===== src/rtl/ferp_pkg.sv =====
package ferp_pkg;
	// clock rate and timing figures
	localparam int CLK_MHZ = 40;
	localparam int HOLD_TIME_US = 722;
	localparam int HOLD_CYC = HOLD_TIME_US * CLK_MHZ;
	localparam int READY_TIME_US = 500;
	localparam int READY_CYC = READY_TIME_US * CLK_MHZ;
	// lock and idle run lengths, in bits
	localparam int LOCK_RUN = 40;
	localparam int IDLE_OK_RUN = 10;
	localparam int FEFI_ONES = 84;
	localparam int SSD_WAIT_BITS = 10;
	localparam int GROUP_BITS = 5;
	// descrambler taps for x^11 + x^9 + 1
	localparam int LFSR_W = 11;
	localparam int TAP_A = 10;
	localparam int TAP_B = 8;
	// code-group pairs, first received bit in the msb
	localparam logic [9:0] SSD_PAIR = 10'b11000_10001;
	localparam logic [9:0] ESD_PAIR = 10'b01101_00111;
	localparam logic [9:0] IDLE_PAIR = 10'b11111_11111;
	// nibbles put on the receive bus
	localparam logic [3:0] PRE_NIB = 4'h5;
	localparam logic [3:0] BAD_NIB = 4'he;
	localparam logic [1:0] PRE_COUNT = 2'h2;
	// internal receive bus towards the mac
	typedef struct packed {
		logic [3:0] rxd;
		logic dv;
		logic er;
		logic crs;
	} ferp_mii_rx_t;
	typedef enum logic [1:0] {RX_IDLE, RX_SSD, RX_DATA, RX_BAD} ferp_rx_st_t;
	typedef enum logic [1:0] {LK_DOWN, LK_WAIT, LK_READY, LK_UP} ferp_lk_st_t;
endpackage


===== src/rtl/ferp_sym_decoder.sv =====
`timescale 1ns/1ps
`default_nettype none
module ferp_sym_decoder
	import ferp_pkg::*;
(
	// clock and reset
	input wire logic mclk,
	input wire logic reset,
	// code group in
	input wire logic [4:0] code,
	input wire logic code_stb,
	// nibble out, one cycle later
	output logic [3:0] nibble,
	output logic bad,
	output logic nibble_stb
);
	// registered 5b to 4b lookup; unknown groups flag bad
	always_ff @(posedge mclk) begin
		if (reset) begin
			nibble <= 4'h0;
			bad <= 1'b0;
			nibble_stb <= 1'b0;
		end else begin
			nibble_stb <= code_stb;
			if (code_stb) begin
				bad <= 1'b0;
				case (code)
					5'b11110: nibble <= 4'h0;
					5'b01001: nibble <= 4'h1;
					5'b10100: nibble <= 4'h2;
					5'b10101: nibble <= 4'h3;
					5'b01010: nibble <= 4'h4;
					5'b01011: nibble <= 4'h5;
					5'b01110: nibble <= 4'h6;
					5'b01111: nibble <= 4'h7;
					5'b10010: nibble <= 4'h8;
					5'b10011: nibble <= 4'h9;
					5'b10110: nibble <= 4'ha;
					5'b10111: nibble <= 4'hb;
					5'b11010: nibble <= 4'hc;
					5'b11011: nibble <= 4'hd;
					5'b11100: nibble <= 4'he;
					5'b11101: nibble <= 4'hf;
					default: begin
						nibble <= 4'h0;
						bad <= 1'b1;
					end
				endcase
			end
		end
	end
endmodule
`default_nettype wire


===== src/rtl/ferp_rx_pcs.sv =====
// Operation
// RULE1 - line data turned nrzi to nrz, unaligned
// RULE2 - lock after 40 idle bits, load lfsr
// RULE3 - locked: each bit xored with lfsr output
// RULE4 - lock starts the 722 us hold timer
// RULE5 - enough idle restarts the hold timer
// RULE6 - hold expiry drops lock, relock from scratch
// RULE7 - align groups on the 11000 10001 pair
// RULE8 - start pair after idle becomes preamble nibbles
// RULE9 - decode groups until end pair seen
// RULE10 - nibble on rxd, bit 0 is lsb
// RULE11 - valid rises with first start-pair nibble
// RULE12 - valid drops on end, link fail, no signal
// RULE13 - error flags invalid groups while valid
// RULE14 - no link blocks transmit and receive
// RULE15 - 100 and 10 link form status and led
// RULE16 - 500 us energy gives ready, then up
// RULE17 - no auto-negotiation: ready goes straight up
// RULE18 - carrier on two non-adjacent zeros in ten
// RULE19 - switch mode adds transmit to carrier
// RULE20 - idle pair ends carrier; carrier encloses valid
// RULE21 - bad start: error and 1110 per group
// RULE22 - two idles end bad-start error and carrier
// RULE23 - 84 ones then zero signals far fault
// RULE24 - descrambler uses x^11 + x^9 + 1
`timescale 1ns/1ps
`default_nettype none
module ferp_rx_pcs
	import ferp_pkg::*;
#(
	parameter int HOLD_CYCLES = HOLD_CYC,
	parameter int READY_CYCLES = READY_CYC
) (
	// clock and reset
	input wire logic mclk,
	input wire logic reset,
	// line pins from the recovery front end
	input wire logic rx_nrzi,
	input wire logic rx_bit_toggle,
	input wire logic signal_detect,
	// configuration and status from core logic
	input wire logic an_enable,
	input wire logic an_permit,
	input wire logic link10_ok,
	input wire logic tx_active,
	input wire logic repeater_mode,
	// internal mii receive side
	output ferp_mii_rx_t mii_rx,
	output logic rx_nib_stb,
	// link and status
	output logic link_status,
	output logic link_activity_led_n,
	output logic tx_allow,
	output logic descr_locked,
	output logic far_end_fault
);
	logic [2:0] pin_s1;
	logic [2:0] pin_s2;
	logic tog_d;
	logic nrzi_d;
	logic bit_stb;
	logic nrz;
	logic sig;
	logic [LFSR_W-1:0] scr_hist;
	logic [LFSR_W-1:0] lfsr;
	logic lfsr_out;
	logic pbit;
	logic idle_match;
	logic [5:0] idle_run;
	logic [6:0] ones_run;
	logic [31:0] hold_cnt;
	logic [9:0] win;
	logic [9:0] next_win;
	logic carrier;
	ferp_rx_st_t rx_st;
	logic [3:0] bcnt;
	logic grp_first;
	logic [1:0] pre_cnt;
	logic crs_rx;
	logic end_evt;
	logic [4:0] code;
	logic code_stb;
	logic bad_stb;
	logic [3:0] dec_nib;
	logic dec_bad;
	logic dec_stb;
	ferp_lk_st_t lk_st;
	logic [31:0] lk_cnt;
	logic link_up;
	logic kill;

	// two-flop synchronisers for the line pins
	always_ff @(posedge mclk) begin
		if (reset) begin
			pin_s1 <= 3'h0;
			pin_s2 <= 3'h0;
			tog_d <= 1'b0;
		end else begin
			pin_s1 <= {signal_detect, rx_bit_toggle, rx_nrzi};
			pin_s2 <= pin_s1;
			tog_d <= pin_s2[1];
		end
	end

	// bit strobe, nrz bit, descrambler and carrier detect
	assign bit_stb = pin_s2[1] ^ tog_d;
	assign sig = pin_s2[2];
	assign nrz = pin_s2[0] ^ nrzi_d; // [RULE1]
	assign lfsr_out = lfsr[TAP_A] ^ lfsr[TAP_B]; // [RULE24]
	assign pbit = nrz ^ lfsr_out; // [RULE3]
	assign idle_match = ~nrz == (scr_hist[TAP_A] ^ scr_hist[TAP_B]);
	assign next_win = {win[8:0], pbit};
	assign link_up = lk_st == LK_UP;
	assign kill = !link_up || !sig;

	// two zeros at least two bits apart anywhere in the window
	function automatic logic two_zeros(input logic [9:0] w);
		logic hit;
		hit = 1'b0;
		for (int i = 0; i < 10; i++) begin
			for (int j = i + 2; j < 10; j++) begin
				if (!w[i] && !w[j])
					hit = 1'b1;
			end
		end
		return hit;
	endfunction
	assign carrier = two_zeros(next_win); // [RULE18]

	// nrzi history and scrambled-bit history
	always_ff @(posedge mclk) begin
		if (reset) begin
			nrzi_d <= 1'b0;
			scr_hist <= '0;
		end else if (bit_stb) begin
			nrzi_d <= pin_s2[0];
			scr_hist <= {scr_hist[LFSR_W-2:0], nrz};
		end
	end

	// lock acquisition, hold timer and loss of lock
	always_ff @(posedge mclk) begin
		if (reset) begin
			descr_locked <= 1'b0;
			idle_run <= 6'h0;
			lfsr <= '0;
			hold_cnt <= 32'h0;
		end else if (!descr_locked) begin
			if (bit_stb) begin
				if (!idle_match) begin
					idle_run <= 6'h0;
				end else if (idle_run == 6'(LOCK_RUN - 1)) begin
					descr_locked <= 1'b1; // [RULE2]
					lfsr <= ~{scr_hist[LFSR_W-2:0], nrz};
					hold_cnt <= 32'(HOLD_CYCLES - 1); // [RULE4]
				end else begin
					idle_run <= idle_run + 6'h1;
				end
			end
		end else begin
			if (bit_stb)
				lfsr <= {lfsr[LFSR_W-2:0], lfsr_out};
			// every idle bit from the tenth of a run onwards restarts the countdown
			if (bit_stb && pbit && ones_run >= 7'(IDLE_OK_RUN - 1))
				hold_cnt <= 32'(HOLD_CYCLES - 1); // [RULE5]
			else if (hold_cnt == 32'h0) begin
				descr_locked <= 1'b0; // [RULE6]
				idle_run <= 6'h0;
			end else
				hold_cnt <= hold_cnt - 32'h1;
		end
	end

	// runs of plain ones and far-end fault idle
	always_ff @(posedge mclk) begin
		if (reset) begin
			ones_run <= 7'h0;
			far_end_fault <= 1'b0;
		end else if (!descr_locked) begin
			ones_run <= 7'h0;
		end else if (bit_stb) begin
			if (pbit) begin
				if (ones_run != 7'h7f)
					ones_run <= ones_run + 7'h1;
				if (ones_run == 7'(FEFI_ONES + 1))
					far_end_fault <= 1'b0;
			end else begin
				ones_run <= 7'h0;
				if (ones_run == 7'(FEFI_ONES))
					far_end_fault <= 1'b1; // [RULE23]
			end
		end
	end

	// receive framing state machine
	always_ff @(posedge mclk) begin
		if (reset) begin
			rx_st <= RX_IDLE;
			win <= IDLE_PAIR;
			bcnt <= 4'h0;
			grp_first <= 1'b0;
			pre_cnt <= 2'h0;
			crs_rx <= 1'b0;
			end_evt <= 1'b0;
			code <= 5'h0;
			code_stb <= 1'b0;
			bad_stb <= 1'b0;
		end else begin
			end_evt <= 1'b0;
			code_stb <= 1'b0;
			bad_stb <= 1'b0;
			if (pre_cnt != 2'h0)
				pre_cnt <= pre_cnt - 2'h1;
			if (kill || !descr_locked) begin
				rx_st <= RX_IDLE; // [RULE14]
				win <= IDLE_PAIR;
				crs_rx <= 1'b0;
				end_evt <= 1'b1;
				pre_cnt <= 2'h0;
			end else if (bit_stb) begin
				win <= next_win;
				case (rx_st)
					RX_IDLE: begin
						bcnt <= 4'h0;
						// end-delimiter tail keeps carrier until idle pair
						if (next_win == IDLE_PAIR) begin
							crs_rx <= 1'b0; // [RULE20]
						end else if (carrier && !crs_rx) begin
							crs_rx <= 1'b1;
							rx_st <= RX_SSD;
						end
					end
					RX_SSD: begin
						bcnt <= bcnt + 4'h1;
						if (next_win == SSD_PAIR) begin
							rx_st <= RX_DATA; // [RULE7]
							pre_cnt <= PRE_COUNT; // [RULE8]
							bcnt <= 4'h0;
							grp_first <= 1'b1;
						end else if (bcnt == 4'(SSD_WAIT_BITS - 1)) begin
							rx_st <= RX_BAD;
							bcnt <= 4'h0;
						end
					end
					RX_DATA: begin
						bcnt <= bcnt + 4'h1;
						if (next_win == IDLE_PAIR) begin
							rx_st <= RX_IDLE; // [RULE20]
							crs_rx <= 1'b0;
							end_evt <= 1'b1;
						end else if (bcnt == 4'(GROUP_BITS - 1)) begin
							bcnt <= 4'h0;
							grp_first <= 1'b0;
							if (next_win == ESD_PAIR) begin
								rx_st <= RX_IDLE; // [RULE9]
								end_evt <= 1'b1;
							end else if (!grp_first) begin
								code <= next_win[9:5];
								code_stb <= 1'b1;
							end
						end
					end
					RX_BAD: begin
						bcnt <= bcnt + 4'h1;
						if (next_win == IDLE_PAIR) begin
							rx_st <= RX_IDLE; // [RULE22]
							crs_rx <= 1'b0;
						end else if (bcnt == 4'(GROUP_BITS - 1)) begin
							bcnt <= 4'h0;
							bad_stb <= 1'b1; // [RULE21]
						end
					end
					default: rx_st <= RX_IDLE;
				endcase
			end
		end
	end

	ferp_sym_decoder u_dec (
		.mclk(mclk),
		.reset(reset),
		.code(code),
		.code_stb(code_stb),
		.nibble(dec_nib),
		.bad(dec_bad),
		.nibble_stb(dec_stb)
	);

	// mii receive outputs
	always_ff @(posedge mclk) begin
		if (reset) begin
			mii_rx <= '0;
			rx_nib_stb <= 1'b0;
		end else begin
			rx_nib_stb <= 1'b0;
			mii_rx.crs <= crs_rx || (!repeater_mode && tx_active); // [RULE19]
			if (end_evt || kill) begin
				mii_rx.dv <= 1'b0; // [RULE12]
				mii_rx.er <= 1'b0;
			end else if (pre_cnt != 2'h0) begin
				mii_rx.rxd <= PRE_NIB; // [RULE8]
				mii_rx.dv <= 1'b1; // [RULE11]
				mii_rx.er <= 1'b0;
				rx_nib_stb <= 1'b1;
			end else if (dec_stb) begin
				mii_rx.rxd <= dec_nib; // [RULE10]
				mii_rx.er <= dec_bad; // [RULE13]
				rx_nib_stb <= 1'b1;
			end else if (bad_stb) begin
				mii_rx.rxd <= BAD_NIB; // [RULE21]
				mii_rx.er <= 1'b1;
				rx_nib_stb <= 1'b1;
			end else if (rx_st == RX_IDLE) begin
				mii_rx.er <= 1'b0; // [RULE22]
			end
		end
	end

	// link monitor
	always_ff @(posedge mclk) begin
		if (reset) begin
			lk_st <= LK_DOWN;
			lk_cnt <= 32'h0;
		end else if (!sig) begin
			lk_st <= LK_DOWN;
		end else begin
			case (lk_st)
				LK_DOWN: begin
					lk_st <= LK_WAIT;
					lk_cnt <= 32'(READY_CYCLES - 1);
				end
				LK_WAIT: begin
					if (lk_cnt == 32'h0)
						lk_st <= LK_READY; // [RULE16]
					else
						lk_cnt <= lk_cnt - 32'h1;
				end
				LK_READY: begin
					if (!an_enable || an_permit)
						lk_st <= LK_UP; // [RULE16] [RULE17]
				end
				LK_UP: begin
					if (!descr_locked)
						lk_st <= LK_DOWN;
				end
				default: lk_st <= LK_DOWN;
			endcase
		end
	end

	// combined link status, led and transmit permission
	always_ff @(posedge mclk) begin
		if (reset) begin
			link_status <= 1'b0;
			link_activity_led_n <= 1'b1;
			tx_allow <= 1'b0;
		end else begin
			link_status <= link_up || link10_ok; // [RULE15]
			link_activity_led_n <= !(link_up || link10_ok);
			tx_allow <= link_up; // [RULE14]
		end
	end

	property p_lock_gain;
		@(posedge mclk) disable iff (reset)
		$rose(descr_locked) |-> $past(idle_run) == 6'(LOCK_RUN - 1);
	endproperty
	a_lock_gain: assert property (p_lock_gain) // [RULE2]
		else $error("lock without full idle run");

	property p_hold_start;
		@(posedge mclk) disable iff (reset)
		$rose(descr_locked) |-> hold_cnt == 32'(HOLD_CYCLES - 1);
	endproperty
	a_hold_start: assert property (p_hold_start) // [RULE4]
		else $error("hold timer not started at lock");

	property p_hold_drop;
		@(posedge mclk) disable iff (reset)
		descr_locked && hold_cnt == 32'h0 && !bit_stb |=> !descr_locked;
	endproperty
	a_hold_drop: assert property (p_hold_drop) // [RULE6]
		else $error("lock kept after hold expiry");

	property p_crs_encloses;
		@(posedge mclk) disable iff (reset)
		mii_rx.dv |-> mii_rx.crs;
	endproperty
	a_crs_encloses: assert property (p_crs_encloses) // [RULE20]
		else $error("valid outside carrier");

	property p_preamble;
		@(posedge mclk) disable iff (reset)
		$rose(mii_rx.dv) |-> rx_nib_stb && mii_rx.rxd == PRE_NIB ##1
			rx_nib_stb && mii_rx.rxd == PRE_NIB;
	endproperty
	a_preamble: assert property (p_preamble) // [RULE8]
		else $error("start pair not two preamble nibbles");

	property p_kill_dv;
		@(posedge mclk) disable iff (reset)
		!sig |=> !mii_rx.dv [*2];
	endproperty
	a_kill_dv: assert property (p_kill_dv) // [RULE12]
		else $error("valid held without signal");

	property p_no_an;
		@(posedge mclk) disable iff (reset)
		lk_st == LK_READY && !an_enable && sig |=> lk_st == LK_UP;
	endproperty
	a_no_an: assert property (p_no_an) // [RULE17]
		else $error("ready did not go up without negotiation");

	property p_bad_nib;
		@(posedge mclk) disable iff (reset)
		bad_stb && !kill |=> rx_nib_stb && mii_rx.er && mii_rx.rxd == BAD_NIB;
	endproperty
	a_bad_nib: assert property (p_bad_nib) // [RULE21]
		else $error("bad start nibble wrong");

	property p_link_out;
		@(posedge mclk) disable iff (reset)
		(link_up || link10_ok) |=> link_status && !link_activity_led_n;
	endproperty
	a_link_out: assert property (p_link_out) // [RULE15]
		else $error("link status not reported");
endmodule
`default_nettype wire


===== config.mk =====
export PLATFORM = sky130hd
export DESIGN_NAME = ferp_rx_pcs
export DESIGN_NICKNAME = d
export VERILOG_FILES = /design/src/rtl/ferp_pkg.sv /design/src/rtl/ferp_sym_decoder.sv /design/src/rtl/ferp_rx_pcs.sv
export SDC_FILE = /design/constraint.sdc
export NUM_CORES = 1
export LEC_CHECK = 0
export BUFFER_PORTS_ARGS = -buffer_cell sky130_fd_sc_hd__buf_4
export CAP_MARGIN = 20
export CORE_AREA = 2 2 123 125
export DETAILED_ROUTE_END_ITERATION = 10
export DIE_AREA = 0 0 125 127
export PLACE_DENSITY = 0.77
export SLEW_MARGIN = 20
export SYNTH_ARGS = -nofsm -noshare
export SYNTH_HDL_FRONTEND = slang
export SYNTH_SLANG_ARGS = --single-unit

===== constraint.sdc =====
create_clock -name mclk -period 5.45 [get_ports mclk]
set_input_delay 0.545 -clock mclk [delete_from_list [all_inputs] [get_ports mclk]]
set_output_delay 0.545 -clock mclk [all_outputs]
set_load 0.005 [all_outputs]

==> flow_summary_export.csv, run 1 <==
group,metric,value,unit
layout,fin_area,8675,um2
floorplanning,rows,44,
job,cap_viol_max_count,0,
timing,min_period_over_period,59.54,%
global_routing,grt_use_total,22.37,%
logic_synthesis,synth_cell_types,76,
logic_synthesis,async_flop_share,0,%
timing,tightest_slew,1.137,ns
clock_network,tritoncts,"done",
place,gp_congestion,0.8188,
place,dp_slack,2.350,ns
pwr,totalPowerFinal,0.002506,W
logic_synthesis,synthAdderAreaFrac,2.238,%
layout,nets,976,
timing,final_max_slew_viol_count,0,
global_routing,grt_pass1_vias,6481,
logic_synthesis,yosys_warnings,0,
timing,min_period,3.245,ns
logic_synthesis,syn_area,7826,um2
clock_network,cts_sinks,155,
logic_synthesis,yosys.area_share.xor_xnor,2.558,%
floorplanning,die_area,15880,um2
logic_synthesis,syn_nets,983,
floorplanning,die_x,125,um
clock_network,cts_resized,0,
logic_synthesis,synth_edf_count,0,
timing,finalHoldViolCount,0,
pwr,peakVddDrop,240.7,uV
layout,fin_cells,1149,
logic_synthesis,synth_top_area_share,39.65,%
timing,layout_setup_ws,2.205,ns
clock_network,postCtsSetupBuffers,0,
timing,max_clock_freq,308.2,MHz
clock_network,postCtsHoldBufs,0,
drt,drtIter0Drc,609,
drt,drt_pre_antenna_iters,5,
clock_network,worstSkewPairLatency,0.43,ns
drt,vias_per_cell,6.175,
drt,wl_per_cell,15.18,um
floorplanning,ios,23,
setup_path,critical_path.startpoint_type,"flip-flop",
clock_network,cts_root_buf,"clkbuf_16",
logic_synthesis,synthMuxAreaShare,0.3837,%
logic_synthesis,syn-mean-instance-area,8.161,um2
logic_synthesis,synth_compound_area_share,22.11,%
run_status,outcome,"finished clean",
clock_network,clock_path_buffers,2,
layout,drive_above_1_share,9.948,%
layout,area_delta_synth_final,10.84,%
worst_hold_path,min_path_type,"input port to flip-flop",
logic_synthesis,synth_top_family_by_area,"simple AND/OR/NAND/NOR gates",
timing,finClkSkew,0.007691,ns
drt,vias,7095,
place,port_buffers,22,
floorplanning,core_area,14420,um2
drt,drt-total-wl,17.44,mm
clock_network,path_clk_slew,0.06,ns
place,place_hpwl,11.49,mm
timing,setup_viol,0,
timing,slew_headroom,23.51,%
setup_path,cp_max_fo,22,
setup_path,cp.arrival,3.50,ns
logic_synthesis,yosys.area_share.simple,27.56,%
floorplanning,die_h,127,um
place,placed_cell_area,8079,um2
setup_path,cp.required,5.71,ns
timing,tns,0,ns
floorplanning,initial_core_util,54.26,%
global_routing,grt_pass1_wl,30.18,mm
clock_network,htree_levels,4,
logic_synthesis,yosysSeqAreaShare,39.65,%
drt,ant_nets,0,
layout,layout_commonest_cell,"dfxtp_1",
layout,antenna_cells,0,
setup_path,criticalPathCategory,"flip-flop to flip-flop",
setup_path,endpoint_kind,"flip-flop",
worst_hold_path,whs_path_depth,2,
logic_synthesis,synthCells,959,
pwr,powerDensity,288.9,nW/um2
logic_synthesis,ys_top_cells_by_area,"dfxtp_1 40%, nand2_1 4.6%, a21oi_1 4.5%",
pwr,cellLeakagePower,3.054,nW
global_routing,antenna_found_initial,0,
logic_synthesis,synth_top_area_cell,"dfxtp_1",
logic_synthesis,ys_ff_latch,155,
global_routing,overflow,0,
timing,rsz0062_at_grt,"no",
setup_path,worst_r2r_path_depth,5,
drt,drc,0,
clock_network,cts-buffers-inserted,17,
layout,layout_common_cells,"155 x dfxtp_1, 95 x nand2_1, 71 x nor2_1, 71 x a21oi_1, 49 x inv_1",
logic_synthesis,synth_flop_cell,"dfxtp_1",
global_routing,grt_max_degree,50,
place,place_inst,1117,
[critical path, stage by stage (launching register included)]
cell and delay [ns]:
dfxtp_1 0.33, xnor2_2 0.31, xor2_1 0.84, a31oi_2 0.64
nand2_1 0.67, o221ai_1 0.28
[cells by family after synthesis]
kind of cell / count (synthesis)
adder cells (fa/ha/maj): 14
AND/OR/NAND/NOR: 400
buffers and inverters: 107
XOR/XNOR: 22
AO/OA/AOI/OAI: 258
flip-flops: 155
multiplexers: 3
[cell type report]
class | count | area [um2]
fillers | 1291 | 5749
clock buffers | 20 | 456.7
repair buffers | 31 | 232.7
multi-input cells | 697 | 4325
inverters | 50 | 187.7
flip-flops and latches | 155 | 3103
clock inverters | 12 | 138.9
well taps | 184 | 230.2
[routing by layer]
layer / GRT usage [%] / wire length [um] / up-vias
met5: 0 / 0 / -
met4: 8.039 / 293 / 0
met3: 4.523 / 681 / 22
met2: 34.21 / 7781 / 144
met1: 31.52 / 8681 / 3360
li1: - / - / 3569
[sequential cells by signal (all words and copies together) (netlist names), 2 cells and up]
register      count
hold_cnt         32
lk_cnt           32
lfsr             11
scr_hist         11
win               9
mii_rx            7
ones_run          7
idle_run          6
code              5
bcnt              4
u_dec.nibble      4
pin_s1            3
pin_s2            3
lk_st             2
pre_cnt           2
rx_st             2
[synthesized netlist by cell type, types with 17 or more instances]
cell type,n
nor4_1,19
o21ai_0,33
inv_1,49
clkbuf_1,45
a21oi_1,71
xnor2_1,17
or4_1,21
o31ai_1,24
a31oi_1,19
nand4_1,19
nor2_1,71
nor3_1,31
nand2_1,95
dfxtp_1,155
nand3_1,43
[stage by stage]
stage	hold WS (ns)	util [%]
6_report	0.3201	60.14
3_5_place_dp	0.4321	56.01
5_1_grt	0.3212	60.14
2_1_floorplan	0.4138	-
3_3_place_gp	0.4384	56.01
4_1_cts	0.3099	60.14
[power by group]
| group | total (W) | switching [W] | internal (W) |
|---|---|---|---|
| Clock | 0.00118 | 0.000482 | 0.000702 |
| Sequential | 0.00116 | 0.0000143 | 0.00115 |
| Combinational | 0.000161 | 0.000108 | 0.0000532 |
| Total | 0.00251 | 0.000604 | 0.00190 |
[worst paths after layout]
kind,start,endpoint,slack (ns)
worst max-delay path,pin_s2[0],hold_cnt[27],2.21
worst min-delay path,signal_detect,pin_s1[2],0.32
worst max register to register,pin_s2[0],hold_cnt[27],2.21
worst min register to register,pin_s1[0],pin_s2[0],0.44
Note: power is estimated with default switching activity, not from simulation.
==> run 2, diff against run 1 <==
--- a/config.mk
+++ b/config.mk
@@ -5,12 +5,13 @@
 export SDC_FILE = /design/constraint.sdc
 export NUM_CORES = 1
 export LEC_CHECK = 0
+export ABC_AREA = 1
 export BUFFER_PORTS_ARGS = -buffer_cell sky130_fd_sc_hd__buf_4
 export CAP_MARGIN = 20
-export CORE_AREA = 2 2 123 125
+export CORE_AREA = 2 2 129 131
 export DETAILED_ROUTE_END_ITERATION = 10
-export DIE_AREA = 0 0 125 127
-export PLACE_DENSITY = 0.77
+export DIE_AREA = 0 0 131 133
+export PLACE_DENSITY = 0.76
 export SLEW_MARGIN = 20
 export SYNTH_ARGS = -nofsm -noshare
 export SYNTH_HDL_FRONTEND = slang
==> constraint.sdc (replaced) <==
create_clock -name mclk -period 3.3 [get_ports mclk]
set_input_delay 0.33 -clock mclk [delete_from_list [all_inputs] [get_ports mclk]]
set_output_delay 0.33 -clock mclk [all_outputs]
set_load 0.005 [all_outputs]
==> flow_summary_export.csv, run 2 <==
group,metric,value,unit
worst_hold_path,min_path_type,"input port to flip-flop",
timing,tns,0,ns
floorplanning,core_area,16170,um2
logic_synthesis,yosys.area_share.xor_xnor,3.859,%
timing,setup_viol,0,
place,dp_slack,0.8898,ns
global_routing,antenna_found_initial,0,
setup_path,path_buf_inv,2,
pwr,cellLeakagePower,4.107,nW
timing,slew_headroom,29.83,%
logic_synthesis,synth_flop_cell,"dfxtp_1",
floorplanning,die_area,17420,um2
drt,drtIter0Drc,606,
drt,drt_pre_antenna_iters,7,
setup_path,endpoint_kind,"flip-flop",
setup_path,critical_path.startpoint_type,"flip-flop",
layout,layout_commonest_cell,"nand2_1",
logic_synthesis,yosysMostFrequentCell,"nand2_1",
place,port_buffers,22,
setup_path,cp.required,3.66,ns
worst_hold_path,worstHoldEndpoint,"pin_s1[2]",
logic_synthesis,ys_ff_latch,155,
logic_synthesis,synth_cell_types,45,
timing,tightest_slew,1.051,ns
logic_synthesis,ys_top_cells_by_area,"dfxtp_1 36%, nand2_1 12%, nor2_1 8.8%",
clock_network,cts_root_buf,"clkbuf_16",
timing,rsz0062_at_grt,"no",
clock_network,tritoncts,"done",
drt,drt-total-wl,19.48,mm
timing,layout_setup_ws,0.8723,ns
setup_path,cp.arrival,2.78,ns
global_routing,grt_max_degree,56,
pwr,totalPowerFinal,0.004209,W
floorplanning,ios,23,
pwr,p_sw,0.001135,W
clock_network,worstSkewPairLatency,0.44,ns
layout,reg.largest.list,"hold_cnt (32), lk_cnt (32)",
logic_synthesis,yosys.area_share.simple,35.17,%
drt,vias_per_cell,5.283,
setup_path,r2r_slack,0.87,ns
job,cap_viol_max_count,0,
logic_synthesis,synth_edf_count,0,
drt,vias,7988,
logic_synthesis,yosys_warnings,0,
timing,min_period,2.428,ns
logic_synthesis,syn_nets,1300,
clock_network,clock_path_buffers,2,
logic_synthesis,syn-mean-instance-area,6.759,um2
timing,finClkSkew,0.01553,ns
clock_network,cts-buffers-inserted,17,
global_routing,grt_use_total,23.33,%
pwr,peakVddDrop,373.8,uV
pwr,pwr-share-comb,8.5,%
setup_path,worst_r2r_path_depth,7,
logic_synthesis,async_flop_share,0,%
timing,max_clock_freq,411.9,MHz
layout,antenna_cells,0,
global_routing,grt_pass1_wl,33.15,mm
setup_path,regToRegEndpoint,"lk_cnt[8]",
pwr,seq_power_share,45.5,%
clock_network,htree_levels,4,
drt,drc,0,
layout,nets,1303,
clock_network,postCtsHoldBufs,0,
timing,finalHoldViolCount,0,
layout,area_delta_synth_final,9.328,%
drt,wl_per_cell,12.88,um
pwr,swShare,26.96,%
logic_synthesis,synthCells,1276,
pwr,p_int,0.003074,W
logic_synthesis,synthTopCellsByCount,"285 x nand2_1, 203 x nor2_1, 155 x dfxtp_1",
logic_synthesis,synth_top_family_by_area,"simple AND/OR/NAND/NOR gates",
global_routing,grt_pass1_vias,7310,
global_routing,overflow,0,
pwr,powerDensity,446.4,nW/um2
setup_path,cp_max_fo,26,
place,gp_congestion,0.9001,
logic_synthesis,synth_top_area_share,35.98,%
logic_synthesis,synthAdderAreaFrac,2.031,%
logic_synthesis,yosysSeqAreaShare,35.98,%
pwr,pwr-share-clk,46.0,%
clock_network,cts_sinks,155,
logic_synthesis,synthMuxAreaShare,0.1161,%
floorplanning,die_x,131,um
setup_path,criticalPathCategory,"flip-flop to flip-flop",
drt,ant_nets,0,
layout,fill_cells,1551,
clock_network,path_clk_slew,0.07,ns
logic_synthesis,synth_compound_area_share,14.22,%
worst_hold_path,hold_start,"signal_detect",
setup_path,rr_startpoint,"lk_st[1]",
setup_path,cp_cell_sequence,"inv_1 > ha_1 > or2_2 > nand3_2 > inv_2 > nand3_1 > a21oi_1",
logic_synthesis,synth_top_area_cell,"dfxtp_1",
logic_synthesis,syn_area,8625,um2
place,place_hpwl,13.34,mm
floorplanning,die_h,133,um
worst_hold_path,whs_path_depth,3,
floorplanning,initial_core_util,53.33,%
layout,drive_above_1_share,12.15,%
clock_network,cts_resized,0,
timing,final_max_slew_viol_count,0,
timing,min_period_over_period,73.57,%
run_status,outcome,"finished clean",
floorplanning,rows,47,
setup_path,cp_top_family,"simple AND/OR/NAND/NOR gates",
layout,layout_common_cells,"285 x nand2_1, 203 x nor2_1, 155 x dfxtp_1",
clock_network,postCtsSetupBuffers,0,
layout,final_core_util,58.31,%
setup_path,cp_slowest_cell,"inv_2",
setup_path,slowest_delay,0.51,ns
[run 2: cell count changes after synthesis, sizes merged, moves of 26 or more]
cell	previous run	this run
nand2	95	305
nor2	71	220
inv	49	123
nand3	43	104
a21oi	71	100
o21ai	34	60
[run 2: final cells by class]
type	count	area, um2	area share (%)
multi-input combinational	951	4777	50.66
sequential	155	3103	32.91
inverter	124	470.5	4.989
clock buffer	20	466.7	4.950
tap	220	275.3	2.919
timing repair buffer	30	225.2	2.389
clock inverter	12	111.4	1.181
[run 2: per-stage QoR]
stage,cell area (um2),cells,hold WS (ns)
finish,9429,1512,0.09755
detailed placement,8851,1480,0.3944
floorplan,8625,1276,0.3883
global placement,8851,1480,0.3889
global route,9429,1512,0.09283
CTS,9429,1512,0.08322
[run 2: worst reg2reg max path, cell delays in order, from the launching register on]
cell and delay [ns]:
dfxtp_1 0.33, inv_1 0.12, ha_1 0.48, or2_2 0.21, nand3_2 0.34, inv_2 0.51
nand3_1 0.18, a21oi_1 0.17
[run 2: worst max path at each step]
stage / slack [ns] / cells past startpoint / start / end
2_1_floorplan: 1.69 / 9 / lk_st[0] / code[1]
3_3_place_gp: 1.0 / 7 / lk_st[1] / lk_cnt[10]
3_5_place_dp: 0.89 / 7 / lk_st[1] / lk_cnt[14]
4_1_cts: 0.88 / 7 / lk_st[1] / lk_cnt[10]
5_1_grt: 0.66 / 11 / lk_cnt[0] / lk_cnt[14]
6_report: 0.87 / 7 / lk_st[1] / lk_cnt[8]
[run 2: metal layers]
metal  up-vias  GRT usage [%]  part of all wire, %
met1      3631          30.37                   48
met5         -              0                    0
li1       4166              -                    -
met2       162          37.74                   46
met3        29          5.621                  4.2
met4         0          7.920                  1.6
[run 2: power by group through the flow]
stage	Sequential [W]	Combinational [W]	Clock [W]
after floorplan	0.00195	0.000287	0
after global placement	0.00196	0.000350	0
after detailed placement	0.00196	0.000354	0
after CTS	0.00191	0.000358	0.00197
after global routing	0.00192	0.000403	0.00205
final	0.00191	0.000359	0.00194
[run 2: cell families (layout without fill, tap and decap cells)]
logic type	count (synthesis)	count (layout)
AND/OR/NAND/NOR	694	694
buffers and inverters	170	186
multiplexers	1	1
AO/OA/AOI/OAI	204	204
adder cells (fa/ha/maj)	14	14
XOR/XNOR	38	38
flip-flops	155	155
